$ cat src/selftest_base_pkg.sv
// Purpose: Constants and types for the self-test result and control block base registers
// Assumes: One 10 MHz clock, synchronous active-low reset
// Notes:   Register selects are word indices on the host register port
//
// Summary of operation
// - Six-bit self-test result sits in bits 13..8 of the port status word, device-written.
// - Passing self-test leaves code zero, enters ready state 2, sets command-done flag.
// - Failing hardware test loads its own nonzero code; 1111xx/1101xx hardware, lower loopback.
// - Bug check halts network and host sides; codes 1 to 4 name the cause.
// - Transmit buffer allocation error during boot reports code 101001 instead.
// - Unexpected interrupt in self-test shows alternating LEDs after self-test time.
// - Low register holds base address bits 15..0; host writes, device reads.
// - Device ignores bit 0 of the low register, base is always even.
// - High register bits 1..0 hold address bits 17..16; bits 15..2 read zero.
package selftest_base_pkg;
	// ==========================================================
	// Register selects
	localparam logic [1:0] REG_CMD_STATUS = 2'h0;
	localparam logic [1:0] REG_STATUS     = 2'h1;
	localparam logic [1:0] REG_BASE_LOW   = 2'h2;
	localparam logic [1:0] REG_BASE_HIGH  = 2'h3;

	// ==========================================================
	// Field layout
	localparam int CODE_LSB      = 8;
	localparam int CMD_DONE_BIT  = 11;
	localparam int HIGH_BITS     = 2;
	localparam int STATE_LSB     = 0;
	localparam int CODE_W        = 6;
	localparam int STATE_W       = 4;

	// ==========================================================
	// States and codes
	localparam logic [3:0] ST_RESET   = 4'h0;
	localparam logic [3:0] ST_READY   = 4'h2;
	localparam logic [3:0] ST_BOTH_HALTED = 4'h7;
	localparam logic [5:0] CODE_PASS       = 6'h00;
	localparam logic [5:0] CODE_RESTART    = 6'h01;
	localparam logic [5:0] CODE_UNEXP_INT  = 6'h02;
	localparam logic [5:0] CODE_PARITY     = 6'h03;
	localparam logic [5:0] CODE_XMT_ALLOC  = 6'h04;
	localparam logic [5:0] CODE_XMT_BOOT   = 6'h29;
	localparam logic [2:0] CAUSE_RESTART   = 3'h1;
	localparam logic [2:0] CAUSE_UNEXP_INT = 3'h2;
	localparam logic [2:0] CAUSE_PARITY    = 3'h3;
	localparam logic [2:0] CAUSE_XMT_ALLOC = 3'h4;
	localparam logic [1:0] LED_FIRST       = 2'h1;

	// ==========================================================
	// Timing
	localparam int CLK_HZ        = 10_000_000;
	localparam int SELFTEST_MS   = 1;
	localparam int SELFTEST_CYC  = CLK_HZ / 1000 * SELFTEST_MS;
	localparam int LED_TOGGLE_CYC = 1_000;

	typedef enum logic [1:0] {
		PH_TEST,
		PH_RUN,
		PH_HALT,
		PH_BLINK
	} phase_e;

	typedef struct packed {
		logic        valid;
		logic        pass;
		logic [5:0]  code;
	} test_result_s;

	typedef struct packed {
		logic        valid;
		logic        boot;
		logic [2:0]  cause;
	} bug_event_s;

	typedef struct packed {
		phase_e      phase;
		logic [5:0]  code;
		logic [3:0]  state;
		logic        done;
		logic [15:0] base_low;
		logic [1:0]  base_high;
		logic [15:0] rdata;
		logic [1:0]  leds;
		logic        unexp;
		logic [31:0] timer;
		logic        halt_net;
		logic        halt_host;
	} state_s;
endpackage

$ cat src/selftest_base_regs.sv
// Purpose: Self-test result code and control block base address registers
// Assumes: Firmware reports test results and bug checks as one-cycle events
// Notes:   Reads return data one cycle after the select
//          A halted port stays halted until the next reset
`timescale 1ns/1ps
module selftest_base_regs (
	input  wire logic                              core_clk,
	input  wire logic                              rst_b,
	input  wire logic                              host_wr,
	input  wire logic [1:0]                        host_sel,
	input  wire logic [15:0]                       host_wdata,
	input  wire logic                              done_clear,
	output logic [15:0]                            host_rdata,
	input  wire selftest_base_pkg::test_result_s   test_result,
	input  wire selftest_base_pkg::bug_event_s     bug_event,
	input  wire logic                              unexp_int,
	output logic [17:0]                            control_block_base_addr,
	output logic [3:0]                             port_state,
	output logic                                   command_done_flag,
	output logic                                   network_side_halt,
	output logic                                   host_side_halt,
	output logic [1:0]                             led_out
);
	import selftest_base_pkg::*;

	state_s r_ff;
	state_s nxt_r;

	// Everything the block remembers lives in r_ff; the single comb
	// process works out nxt_r from it. Host writes, firmware events
	// and the read path are resolved in that one place so that their
	// priority reads top to bottom. Reset comes last and beats all.

	// ==========================================================
	// Bug check cause to result code
	function automatic logic [5:0] bug_code(
		input logic [2:0] cause,
		input logic       boot
	);
		logic [5:0] c;
		c = CODE_RESTART;
		case (cause)
			CAUSE_UNEXP_INT: c = CODE_UNEXP_INT;
			CAUSE_PARITY:    c = CODE_PARITY;
			CAUSE_XMT_ALLOC: c = boot ? CODE_XMT_BOOT : CODE_XMT_ALLOC;
			default:         c = CODE_RESTART;
		endcase
		return c;
	endfunction

	// ==========================================================
	// Status word view
	// Spare positions are tied to zero here so that they cannot
	// pick up stray state when the struct grows
	function automatic logic [15:0] status_word(
		input logic [5:0] code,
		input logic [3:0] state
	);
		logic [15:0] w;
		w = '0;
		w[CODE_LSB +: CODE_W]   = code;
		w[STATE_LSB +: STATE_W] = state;
		return w;
	endfunction

	// ==========================================================
	// Command and status view
	function automatic logic [15:0] cmd_word(
		input logic done
	);
		logic [15:0] w;
		w = '0;
		w[CMD_DONE_BIT] = done;
		return w;
	endfunction

	// ==========================================================
	// High base view; only the two address bits exist
	function automatic logic [15:0] high_word(
		input logic [1:0] high
	);
		logic [15:0] w;
		w = '0;
		w[HIGH_BITS-1:0] = high;
		return w;
	endfunction

	// ==========================================================
	// Read mux
	function automatic logic [15:0] read_word(
		input logic [1:0] sel,
		input state_s     r
	);
		logic [15:0] w;
		w = '0;
		if (sel == REG_STATUS) begin
			w = status_word(r.code, r.state);
		end else if (sel == REG_CMD_STATUS) begin
			w = cmd_word(r.done);
		end else if (sel == REG_BASE_LOW) begin
			w = r.base_low;
		end else begin
			w = high_word(r.base_high);
		end
		return w;
	endfunction

	// ==========================================================
	// Control block fetch address
	// The low register keeps bit 0 as written so the host reads back
	// its own value; only the fetch side forces it even
	function automatic logic [17:0] fetch_addr(
		input logic [1:0]  high,
		input logic [15:0] low
	);
		logic [17:0] a;
		a    = {high, low};
		a[0] = 1'b0;
		return a;
	endfunction

	always_comb begin
		logic pass_ok;
		// A pass is refused while an unexpected interrupt is pending
		pass_ok = test_result.pass && !(r_ff.unexp || unexp_int);
		nxt_r = r_ff;
		if (r_ff.timer != '0) begin
			nxt_r.timer = r_ff.timer - 32'd1;
		end
		// ==========================================================
		// Host writes
		if (host_wr) begin
			if (host_sel == REG_BASE_LOW) begin
				nxt_r.base_low = host_wdata;
			end else if (host_sel == REG_BASE_HIGH) begin
				nxt_r.base_high = host_wdata[HIGH_BITS-1:0];
			end
		end
		if (done_clear) begin
			nxt_r.done = 1'b0;
		end
		if (unexp_int && r_ff.phase == PH_TEST) begin
			nxt_r.unexp = 1'b1;
		end
		// ==========================================================
		// Self-test and bug check sequencing
		case (r_ff.phase)
			PH_TEST: begin
				if (test_result.valid) begin
					if (pass_ok) begin
						nxt_r.code  = CODE_PASS;
						nxt_r.state = ST_READY;
						nxt_r.done  = 1'b1;
						nxt_r.phase = PH_RUN;
					end else if (!test_result.pass) begin
						nxt_r.code  = test_result.code;
						nxt_r.phase = PH_HALT;
					end
				end else if (r_ff.timer == '0 && r_ff.unexp) begin
					nxt_r.phase = PH_BLINK;
					nxt_r.leds  = LED_FIRST;
					nxt_r.timer = 32'(LED_TOGGLE_CYC);
				end
			end
			PH_RUN: begin
				if (bug_event.valid) begin
					nxt_r.code      = bug_code(bug_event.cause, bug_event.boot);
					nxt_r.state     = ST_BOTH_HALTED;
					nxt_r.halt_net  = 1'b1;
					nxt_r.halt_host = 1'b1;
					nxt_r.phase     = PH_HALT;
				end
			end
			PH_BLINK: begin
				if (r_ff.timer == '0) begin
					nxt_r.leds  = ~r_ff.leds;
					nxt_r.timer = 32'(LED_TOGGLE_CYC);
				end
			end
			PH_HALT: begin
				// Results and bug events are refused until reset
			end
			default: begin
			end
		endcase
		// ==========================================================
		// Host reads; reserved bits read zero
		nxt_r.rdata = read_word(host_sel, r_ff);
		// Done set wins over a same-cycle host clear
		if (r_ff.phase == PH_TEST && nxt_r.phase == PH_RUN) begin
			nxt_r.done = 1'b1;
		end
		if (!rst_b) begin
			nxt_r       = '0;
			nxt_r.phase = PH_TEST;
			nxt_r.state = ST_RESET;
			nxt_r.timer = 32'(SELFTEST_CYC);
		end
	end

	// ==========================================================
	// State register
	always_ff @(posedge core_clk) begin
		r_ff <= nxt_r;
	end

	// ==========================================================
	// Outputs, all taken from r_ff
	// Bit 0 dropped so the fetch address is always even
	assign control_block_base_addr = fetch_addr(r_ff.base_high, r_ff.base_low);
	assign host_rdata        = r_ff.rdata;
	assign port_state        = r_ff.state;
	assign command_done_flag = r_ff.done;
	assign network_side_halt = r_ff.halt_net;
	assign host_side_halt    = r_ff.halt_host;
	assign led_out           = r_ff.leds;
endmodule

$ cat config.mk
export PLATFORM = sky130hd
export DESIGN_NAME = selftest_base_regs
export DESIGN_NICKNAME = d
export VERILOG_FILES = /design/src/selftest_base_pkg.sv /design/src/selftest_base_regs.sv
export SDC_FILE = /design/constraint.sdc
export NUM_CORES = 1
export LEC_CHECK = 0
export ABC_AREA = 1
export BUFFER_PORTS_ARGS = -buffer_cell sky130_fd_sc_hd__buf_2
export CAP_MARGIN = 10
export CORE_MARGIN = 10
export CORE_UTILIZATION = 40
export CTS_CLUSTER_SIZE = 10
export DETAILED_ROUTE_END_ITERATION = 16
export SLEW_MARGIN = 10
export SYNTH_ARGS = -nofsm -noshare
export SYNTH_HDL_FRONTEND = slang
export SYNTH_SLANG_ARGS = --single-unit
$ cat constraint.sdc
create_clock -name core_clk -period 1.7 [get_ports core_clk]
set_input_delay 0.085 -clock core_clk [delete_from_list [all_inputs] [get_ports core_clk]]
set_output_delay 0.085 -clock core_clk [all_outputs]
set_load 0.02 [all_outputs]
### Yosys cells after proc, flatten, opt, wreduce, memory -nomap -nowiden

Index checks and enable logic that the tools add are counted.

| operators by class | value |
|---|---|
| muxes and demuxes | 25 |
| reduce and logical (&&, ||, !) cells | 19 |
| equal/unequal tests | 16 |
| add/subtract/negate cells | 1 |
| bitwise gates (word level) | 3 |

Operators by type and width:

| cell | number |
|---|---|
| 2-to-1 mux 32 bit | 4 |
| case mux 32 bit (2 select lines) | 1 |
| 2-to-1 mux 14 bit | 3 |
| logical NOT 32 bit | 1 |
| nonzero test 32 bit | 1 |
| subtractor 32 x 1 -> 32 bit (second input constant) | 1 |
| case mux 12 bit (2 select lines) | 1 |
| case mux 6 bit (3 select lines) | 1 |
| 2-to-1 mux 8 bit | 2 |
| 2-to-1 mux 12 bit | 1 |
| AND reduction 4 bit | 3 |
| 2-to-1 mux 11 bit | 1 |
| 2-to-1 mux 2 bit | 5 |
| != test 2 bit (second input constant) | 5 |
| == test 2 x 1 -> 1 bit (second input constant) | 3 |
| == test 2 bit (second input constant) | 3 |
| == test 3 x 2 -> 1 bit (second input constant) | 2 |
| 2-to-1 mux 6 bit | 1 |
| 2-to-1 mux 5 bit | 1 |
| logical AND 1 bit | 4 |
| logical NOT 2 bit | 2 |
| case mux 2 bit (2 select lines) | 1 |
| AND reduction 2 bit | 2 |
| nonzero test 2 bit | 2 |
| other kinds (10) | 13 |

| storage, ports and cells | value |
|---|---|
| flip-flop bits (word level) | 83 |
| output and inout port bits | 43 |

### Longest topological paths before layout

Gate-level depths: netlist of the first run.

| depth | value |
|---|---|
| depth after elaboration | 9 |
| mapped depth | 14 |
| depth with buffers taken out | 13 |

### Least setup slack after synthesis of the first run

Ideal clock, no wire load.

| timing | value |
|---|---|
| kind | register -> register |
| start | register r_ff[83] (netlist name) |
| end | register r_ff[77] (netlist name) |
| cell stages (with the launch flop) | 10 |
| library setup time | 0.119 ns |
| arrival time | 1.727 ns |
| clock period less this slack | 1.847 ns |
| path slack | -0.147 ns |
| path through | dfxtp_1 > inv_1 > ha_1 > inv_1 > nor2_1 > or3_1 > a31oi_2 > inv_1 > o21ai_0 > a21oi_1 |

| on the way | value |
|---|---|
| cells in the longest elaborated chain, start to end | 3 |
| elaborated cells between the ends (all ways) | 8 |

RTL lines:

| element | line | source |
|---|---|---|
| start: declaration | selftest_base_regs.sv:26 | `state_s r_ff;` |
| start signal: assignment | selftest_base_regs.sv:204 | `r_ff <= nxt_r;` |
| == test 2 x 1 -> 1 bit / logical NOT 2 bit (equally long branches) | selftest_base_regs.sv:147 | `case (r_ff.phase)` |
| != test 2 bit (no source line) (tied with other cells) | -- |  |
| AND reduction 4 bit (no source line) | -- |  |

Several ways; a longest one is shown, not always the timed one.
A chain may end at the register's enable or synchronous reset.

### Worst setup path in the final report of the first run

| timing | value |
|---|---|
| start | register r_ff[83] (netlist name) |
| end | register r_ff[81] (netlist name) |

Same word-level chain as after synthesis.

==> metrics.md, run 1 <==
| Metric | Value |
|---|---|
| Count of TritonRoute iterations in the first routing pass | `4` |
| Critical-path cell list | `inv_4 > ha_4 > nor2_2 > or3_4 > a31oi_4 > buf_6 > nor2_1 > a211oi_1` |
| Number of synthesis warnings | `0` |
| Number of buffers added by the clock tree synthesis step | `9` |
| Sequential area share after synthesis | `38.6%` |
| Fraction of final layout cells sized beyond drive strength 1 | `38.1%` |
| Sum of negative setup slack | `0 ns` |
| DRC marker count from the first detailed-route iteration | `223` |
| Global router's overall resource usage | `14.4%` |
| Largest net degree at the start of global routing | `31` |
| Run status | `finished clean` |
| Power density over cell area | `1140 mW/mm^2` |
| Gate Count Post-Synth | `563` |
| Die boundary height | `122 um` |
| Total DRC errors in the routed layout | `0` |
| Clock slew at reported path FFs | `0.09 ns` |
| Worst ir drop on vdd | `0.601 mV` |
| Final ANT Viol Nets | `0` |
| Largest fanout on the critical path | `6` |
| Maximum buffer depth of the clock tree | `2` |
| Total of buffers placed on input and output ports | `76` |
| Number of storage elements in the synthesis netlist | `81` |
| Per-cell via count in the routed design | `4.78` |
| Number of H-tree branching levels | `3` |
| Type of the setup path with the least slack | `flop to flop` |
| Wire length of the first global-routing pass | `17.8 mm` |
| Max Transition Viols Final | `0` |
| Io pins | `79` |
| Static leakage | `2.51 nW` |
| Fin Clk Skew | `0.0123 ns` |
| Core utilization of the finished layout | `54.4%` |
| CTS Root Buffer Type | `sky130_fd_sc_hd__clkbuf_8` |
| Final WL | `11.2 mm` |
| Starting Density | `40.9%` |
| Area Overhead vs Synth | `33.0%` |
| Hold Fails Final Rpt | `0` |
| Final HPWL from detailed placement | `8.54 mm` |
| Endpoint type of the worst setup path | `flop` |
| Number of antenna repair diodes | `0` |
| Min-delay worst type | `input pin to flop` |
| Final critical path time including I/O delays and setup | `1.67 ns` |
| Share of the cycle needed by the critical path after routing | `98.1%` |
| Number of placed cells counting well taps | `788` |
| Required time worst endpoint | `1.97 ns` |
| Count of clock tree sinks | `81` |
| Count of maximum capacitance violations | `0` |
| Via count of the first global-routing pass | `3774` |
| Final-layout fill cell count | `987` |
| Placeable core area | `0.0103 mm^2` |
| Worst setup SP type | `flop` |
| Clock tree from TritonCTS | `yes` |
| Final GP Congestion | `0.904` |
| Distinct cell type count of the synthesized netlist | `45` |
| Total number of vias | `3953` |
| Data arrival time at the worst-slack endpoint | `1.93 ns` |
| Full die area | `0.0150 mm^2` |
| Core Rows | `37` |
| Post-Synthesis Cell Area | `0.00420 mm^2` |
| RSZ-0062 raised after global routing | `yes` |
| Slew headroom | `62.4%` |
| Worst stage delay on the critical path | `0.40 ns` |
| Overall overflow remaining after global route | `0` |
| Transition at the pin with the smallest max-transition slack | `0.563 ns` |
| Clock latency at the later pin of the worst-skew pair | `0.35 ns` |
| Setup violations, final | `0` |
| Initial antenna violation count | `0` |
| Chip Width | `122 um` |
| Cell type of the slowest stage on the worst timing path | `sky130_fd_sc_hd__or3_4` |
| Non-filler instance count after layout | `827` |
| Number of nets at the end of the flow | `727` |
| Max Fclk | `599 MHz` |
| Average footprint of a synthesized cell | `7.46 um^2` |
| Mean routed wirelength per cell | `13.5 um` |
-- where the power goes --
group          internal [W]  switching [W]  total, W
clock network      0.000705       0.000776   0.00148
registers           0.00214       0.000196   0.00234
logic               0.00116        0.00139   0.00254
total               0.00400        0.00236   0.00636
-- metal layers --
layer | vias up | share of wire (%) | GRT usage [%]
met5 | - | 0 | 0
met4 | 0 | 1.4 | 5.23
met3 | 12 | 4.1 | 3.03
met2 | 74 | 49 | 24.0
met1 | 1845 | 46 | 17.9
li1 | 2022 | - | -
-- synth_stat cells --
library cell	number	area, um^2
sky130_fd_sc_hd__dfxtp_1	81	1620
sky130_fd_sc_hd__o21ai_0	36	180
sky130_fd_sc_hd__nor3_1	6	30.0
sky130_fd_sc_hd__a211oi_1	3	22.5
sky130_fd_sc_hd__buf_2	3	15.0
sky130_fd_sc_hd__o311ai_0	1	8.76
sky130_fd_sc_hd__a21boi_0	3	22.5
sky130_fd_sc_hd__buf_6	1	11.3
sky130_fd_sc_hd__ha_1	5	62.6
sky130_fd_sc_hd__a31oi_2	1	12.5
sky130_fd_sc_hd__nor3_2	9	90.1
sky130_fd_sc_hd__nand4_2	1	12.5
sky130_fd_sc_hd__nor4_1	1	6.26
sky130_fd_sc_hd__nor3b_1	1	7.51
sky130_fd_sc_hd__o211ai_1	1	7.51
sky130_fd_sc_hd__o2111ai_1	1	8.76
sky130_fd_sc_hd__buf_8	1	15.0
sky130_fd_sc_hd__a32o_1	1	10.0
sky130_fd_sc_hd__a221oi_1	1	8.76
sky130_fd_sc_hd__nand4_1	6	37.5
sky130_fd_sc_hd__a31oi_1	1	6.26
sky130_fd_sc_hd__nand2_4	3	33.8
sky130_fd_sc_hd__nand3b_1	3	22.5
sky130_fd_sc_hd__o41ai_1	1	8.76
sky130_fd_sc_hd__a21oi_2	1	8.76
sky130_fd_sc_hd__xor2_1	18	158
sky130_fd_sc_hd__nor2_4	6	67.6
sky130_fd_sc_hd__a21oi_1	37	185
sky130_fd_sc_hd__nand4_4	1	21.3
sky130_fd_sc_hd__nand3_1	22	110
sky130_fd_sc_hd__clkbuf_1	8	30.0
sky130_fd_sc_hd__o21bai_1	1	7.51
sky130_fd_sc_hd__o22ai_1	3	18.8
sky130_fd_sc_hd__or3_1	1	6.26
sky130_fd_sc_hd__nor2_2	7	43.8
sky130_fd_sc_hd__conb_1	1	3.75
sky130_fd_sc_hd__buf_4	41	308
sky130_fd_sc_hd__nand2_2	4	25.0
sky130_fd_sc_hd__a22o_1	1	8.76
sky130_fd_sc_hd__clkinv_1	1	3.75
sky130_fd_sc_hd__nand2_1	82	308
sky130_fd_sc_hd__inv_1	52	195
sky130_fd_sc_hd__xnor2_1	6	52.6
sky130_fd_sc_hd__a31o_2	1	8.76
sky130_fd_sc_hd__nor2_1	98	368
-- cells by family after synthesis --
group / after synthesis / share of synthesized area [%]
adder cells (fa/ha/maj): 5 / 1.49
buffers and inverters: 107 / 13.8
flip-flops: 81 / 38.6
other: 1 / 0.0893
AND/OR/NAND/NOR: 251 / 28.3
XOR/XNOR: 24 / 5.00
AO/OA/AOI/OAI: 94 / 12.7
-- flip-flops by register name (all words and copies together) (netlist names) --
signal	flops
host_side_halt	1
r_ff	42
port_state	2
control_block_base_addr	17
led_out	2
command_done_flag	1
host_rdata	16
-- worst paths after layout --
check | startpoint | slack [ns] | cells after the start | endpoint
worst max-delay path | r_ff[83]$_SDFF_PN0_ | 0.03 | 8 | r_ff[81]$_SDFFE_PN0P_
worst min-delay path | done_clear | 0.02 | 4 | command_done_flag$_SDFF_PN0_
worst max register to register | r_ff[83]$_SDFF_PN0_ | 0.03 | 8 | r_ff[81]$_SDFFE_PN0P_
worst min register to register | control_block_base_addr[5]$_SDFFE_PN0P_ | 0.46 | 2 | host_rdata[5]$_SDFF_PP0_
-- area by class of cell --
cell class                      instances  area (um^2)  share of cell area, %
Clock buffer                            9          124                   2.22
Inverter                               53          206                   3.70
Clock inverter                          7         82.6                   1.48
Multi-Input combinational cell        376         2240                   40.1
Sequential cell                        81         1630                   29.2
Tap cell                              136          170                   3.05
Timing Repair Buffer                  165         1130                   20.2
-- stage by stage --
step / hold WS, ns / cell area [um^2] / total power, W / worst slack [ns]
3_3_place_gp: 0.363 / 4920 / 0.00450 / -0.0120
3_5_place_dp: 0.371 / 4920 / 0.00454 / -0.0860
5_1_grt: 0.0131 / 5590 / 0.00679 / -0.0973
6_report: 0.0199 / 5590 / 0.00636 / 0.0316
4_1_cts: 0.00169 / 5320 / 0.00612 / -0.0143
2_1_floorplan: 0.236 / 4240 / 0.00382 / 0.00775
-- layout by cell type, fill, tap and decap left out, types with 15 or more instances in the layout --
master and n:
sky130_fd_sc_hd__nor2_2 21, sky130_fd_sc_hd__nand3_1 19, sky130_fd_sc_hd__a21oi_1 36, sky130_fd_sc_hd__buf_2 76, sky130_fd_sc_hd__buf_4 71, sky130_fd_sc_hd__o21ai_0 30
sky130_fd_sc_hd__nor2_1 78, sky130_fd_sc_hd__nand2_1 70, sky130_fd_sc_hd__nand2_2 15, sky130_fd_sc_hd__dfxtp_1 76, sky130_fd_sc_hd__xor2_1 18, sky130_fd_sc_hd__inv_1 43
-- worst max-delay path, delay by kind of cell, from the launching register on --
family	cells	cell delay (ns)
flip-flops	1	0.34
buffers and inverters	2	0.23
AND/OR/NAND/NOR	3	0.50
AO/OA/AOI/OAI	2	0.35
adder cells (fa/ha/maj)	1	0.18
-- repair_timing --
item,CTS,global route
resized for setup,19,63
pin swaps,6,23
endpoints found under the hold margin,11,0
setup endpoints to repair,40,44
setup buffers,4,8
hold buffers,11,0
Power figures use the tool's default switching activity.
==> run 2, diff against run 1 <==
ABC_AREA = default   (was 1)
CORE_UTILIZATION = 45   (was 40)
PLACE_DENSITY = 0.7   (was default)
SKIP_LAST_GASP = 1   (was default)
==> run 2 against run 1 <==
Against the previous run: the run now ends with negative setup slack left; non-clock buffer count rose by 28; die area down 13%; synthesized cell count down 15%; first-iteration DRC count down 6.3%; via count increased by 1.3%; utilization rose by 11 points; final cell count down 11%; worst setup slack got worse by 0.36 ns; clock skew down 0.0061 ns; critical endpoint is now r_ff[13]$_SDFF_PN0_.
==> metrics.md, run 2 <==
| Metric | Value |
|---|---|
| Run status | `finished, violations left` |
| Violations in the final reports | `negative setup slack` |
| Sequential area share after synthesis | `40.6%` |
| Gate Count Post-Synth | `479` |
| Via count of the first global-routing pass | `4032` |
| Share of the cycle needed by the critical path after routing | `119%` |
| Post-synthesis async set-or-reset flop share | `0%` |
| Slew headroom | `62.5%` |
| Count of maximum capacitance violations | `0` |
| Setup violations, final | `36` |
| Setup crit start | `r_ff[5]$_SDFF_PN0_` |
| Starting Density | `46.0%` |
| Largest fanout on the critical path | `5` |
| Wire length of the first global-routing pass | `19.5 mm` |
| Mean routed wirelength per cell | `16.3 um` |
| Max Transition Viols Final | `0` |
| Clock slew at reported path FFs | `0.09 ns` |
| Final ANT Viol Nets | `0` |
| Top area cells in the synthesized netlist | `sky130_fd_sc_hd__dfxtp_1 (41%), sky130_fd_sc_hd__buf_4 (7.7%), sky130_fd_sc_hd__a21oi_1 (5.8%), sky130_fd_sc_hd__nand2_1 (4.5%), sky130_fd_sc_hd__nor2_1 (4.3%)` |
| Io pins | `79` |
| Final GP Congestion | `0.903` |
| Endpoint type of the worst setup path | `flop` |
| Clock tree from TritonCTS | `yes` |
| Library cell with the highest instance count after synthesis | `sky130_fd_sc_hd__dfxtp_1` |
| Hold Crit Start | `host_sel[1]` |
| Total DRC errors in the routed layout | `0` |
| Chip Width | `114 um` |
| Fin Clk Skew | `0.00625 ns` |
| Final HPWL from detailed placement | `7.95 mm` |
| Count of clock tree sinks | `81` |
| Max Fclk | `493 MHz` |
| Distinct cell type count of the synthesized netlist | `55` |
| Fraction of final layout cells sized beyond drive strength 1 | `43.3%` |
| Data arrival time at the worst-slack endpoint | `2.31 ns` |
| Average footprint of a synthesized cell | `8.34 um^2` |
| Primary flip-flop cell chosen by synthesis mapping | `sky130_fd_sc_hd__dfxtp_1` |
| Most common library cell in the layout ignoring fill and taps | `sky130_fd_sc_hd__buf_4` |
| Clock latency at the later pin of the worst-skew pair | `0.36 ns` |
| Die boundary height | `114 um` |
| Area leader, netlist | `sky130_fd_sc_hd__dfxtp_1` |
| Post-Synthesis Cell Area | `0.00399 mm^2` |
| Initial antenna violation count | `0` |
| CTS Root Buffer Type | `sky130_fd_sc_hd__clkbuf_8` |
| R2R Setup Slk | `-0.33 ns` |
| Core Rows | `34` |
| RSZ-0062 raised after global routing | `yes` |
| Required time worst endpoint | `1.99 ns` |
| Number of flip-flops in the largest register | `42` |
| Transition at the pin with the smallest max-transition slack | `0.561 ns` |
| Number of H-tree branching levels | `3` |
| Count of TritonRoute iterations in the first routing pass | `4` |
| Number of storage elements in the synthesis netlist | `81` |
| Global router's overall resource usage | `17.9%` |
| DRC marker count from the first detailed-route iteration | `209` |
| Ranking of synthesized cells by instance count | `sky130_fd_sc_hd__dfxtp_1 (81), sky130_fd_sc_hd__nand2_1 (48), sky130_fd_sc_hd__a21oi_1 (46), sky130_fd_sc_hd__nor2_1 (46), sky130_fd_sc_hd__buf_4 (41)` |
| Hold Fails Final Rpt | `0` |
| Worst ir drop on vdd | `0.715 mV` |
| Full die area | `0.0130 mm^2` |
| Highest-count cells in the layout ignoring fill and taps | `sky130_fd_sc_hd__buf_4 (79), sky130_fd_sc_hd__buf_2 (76), sky130_fd_sc_hd__dfxtp_1 (68)` |
| Overall overflow remaining after global route | `0` |
| Worst-case setup margin in the final layout | `-0.327 ns` |
| Total of buffers placed on input and output ports | `76` |
| Placeable core area | `0.00868 mm^2` |
| Portion of synthesized cell area occupied by the leading cell type | `40.6%` |
| Area Overhead vs Synth | `43.1%` |
| Total number of vias | `4004` |
| Number of antenna repair diodes | `0` |
| Final WL | `11.9 mm` |
| Final standard cell area without fillers | `0.00571 mm^2` |
| Final critical path time including I/O delays and setup | `2.03 ns` |
| Post-synth EDFFs | `0` |
| Min-delay worst type | `input pin to flop` |
| Worst setup SP type | `flop` |
| Number of nets at the end of the flow | `660` |
| Maximum buffer depth of the clock tree | `2` |
| Placed inst area | `0.00487 mm^2` |
| Power density over cell area | `929 mW/mm^2` |
| Per-cell via count in the routed design | `5.47` |
| Type of the setup path with the least slack | `flop to flop` |
| Largest net degree at the start of global routing | `34` |
| Static leakage | `2.42 nW` |
| Largest register by flop count | `r_ff` |
| Core utilization of the finished layout | `65.8%` |
| Number of buffers added by the clock tree synthesis step | `9` |
| Worst R2R Start | `r_ff[5]$_SDFF_PN0_` |
| Number of synthesis warnings | `0` |
==> run 2: cell count changes in the layout (fill, tap and decap cells not counted), sizes merged, moves of 8 or more <==
cell | previous run | this run
a22oi | 0 | 8
xor2 | 18 | 4
dlygate4sd3 | 11 | 20
inv | 56 | 16
nor2 | 111 | 46
a21oi | 38 | 46
o21ai | 36 | 19
nand3 | 22 | 7
buf | 154 | 173
or4 | 0 | 12
nor4 | 1 | 12
o31ai | 0 | 8
nand2 | 89 | 49
==> run 2: final cells by class <==
type                       count  area (um^2)
fill                         686         2970
multi-input combinational    321         2280
sequential                    81         1650
timing repair buffer         193         1410
tap                          108          135
clock buffer                   9          124
clock inverter                 7         53.8
inverter                      13         53.8
==> run 2: timing repair <==
action | in CTS | in global routing
endpoints found under the hold margin | 22 | 0
setup endpoints to repair | 42 | 41
setup buffers | 17 | 8
cloned | 3 | 0
hold buffers | 20 | 0
gates resized for setup | 37 | 42
pin swaps | 20 | 19
==> run 2: kinds of logic (layout without fill, tap and decap cells) <==
family	Yosys count	in the layout	share of synthesized area (%)
simple gates	180	180	23.9
flops	81	81	40.6
xor+xnor	12	12	2.63
fa+ha+maj	5	5	1.57
buf+inv	78	222	11.3
compound gates	113	113	17.6
other cells	1	2	0.0939
mux	9	9	2.32
==> run 2: stage by stage <==
step	hold WS (ns)	setup TNS, ns	power (W)	std cells	setup WS (ns)
floorplan	0.221	-4.72	0.00315	480	-0.322
global placement	0.329	-7.68	0.00361	671	-0.354
detailed placement	0.336	-8.97	0.00365	671	-0.459
CTS	0.0175	-8.27	0.00518	727	-0.321
global route	0.0333	-11.38	0.00559	732	-0.415
finish	0.0418	-8.69	0.00530	732	-0.327
==> run 2: routing by layer <==
| metal | wire (um) | share of wire (%) | track usage [%] |
|---|---|---|---|
| met1 | 4900 | 41 | 20.7 |
| met2 | 5990 | 50 | 30.1 |
| met3 | 842 | 7.1 | 4.98 |
| met4 | 199 | 1.7 | 7.85 |
| met5 | 0 | 0 | 0 |
==> run 2: critical path, stage by stage (launching register included) <==
cell and delay [ns]:
sky130_fd_sc_hd__dfxtp_4 0.38, sky130_fd_sc_hd__buf_6 0.12, sky130_fd_sc_hd__or4_4 0.55, sky130_fd_sc_hd__nor3_4 0.28
sky130_fd_sc_hd__nand3b_1 0.14, sky130_fd_sc_hd__or3_1 0.36, sky130_fd_sc_hd__a21oi_1 0.14
==> run 2: path summary, 6_finish.rpt <==
path                               to  depth (start not counted)
max reg2reg       r_ff[13]$_SDFF_PN0_                          6
min          host_rdata[0]$_SDFF_PN0_                          3
max               r_ff[13]$_SDFF_PN0_                          6
min reg2reg     r_ff[55]$_SDFFE_PN0P_                          2
==> run 2: power breakdown <==
part | total, W | internal (W) | switching, W
clock network | 0.00131 | 0.000543 | 0.000764
registers | 0.00224 | 0.00206 | 0.000176
logic | 0.00176 | 0.000884 | 0.000876
total | 0.00530 | 0.00349 | 0.00182
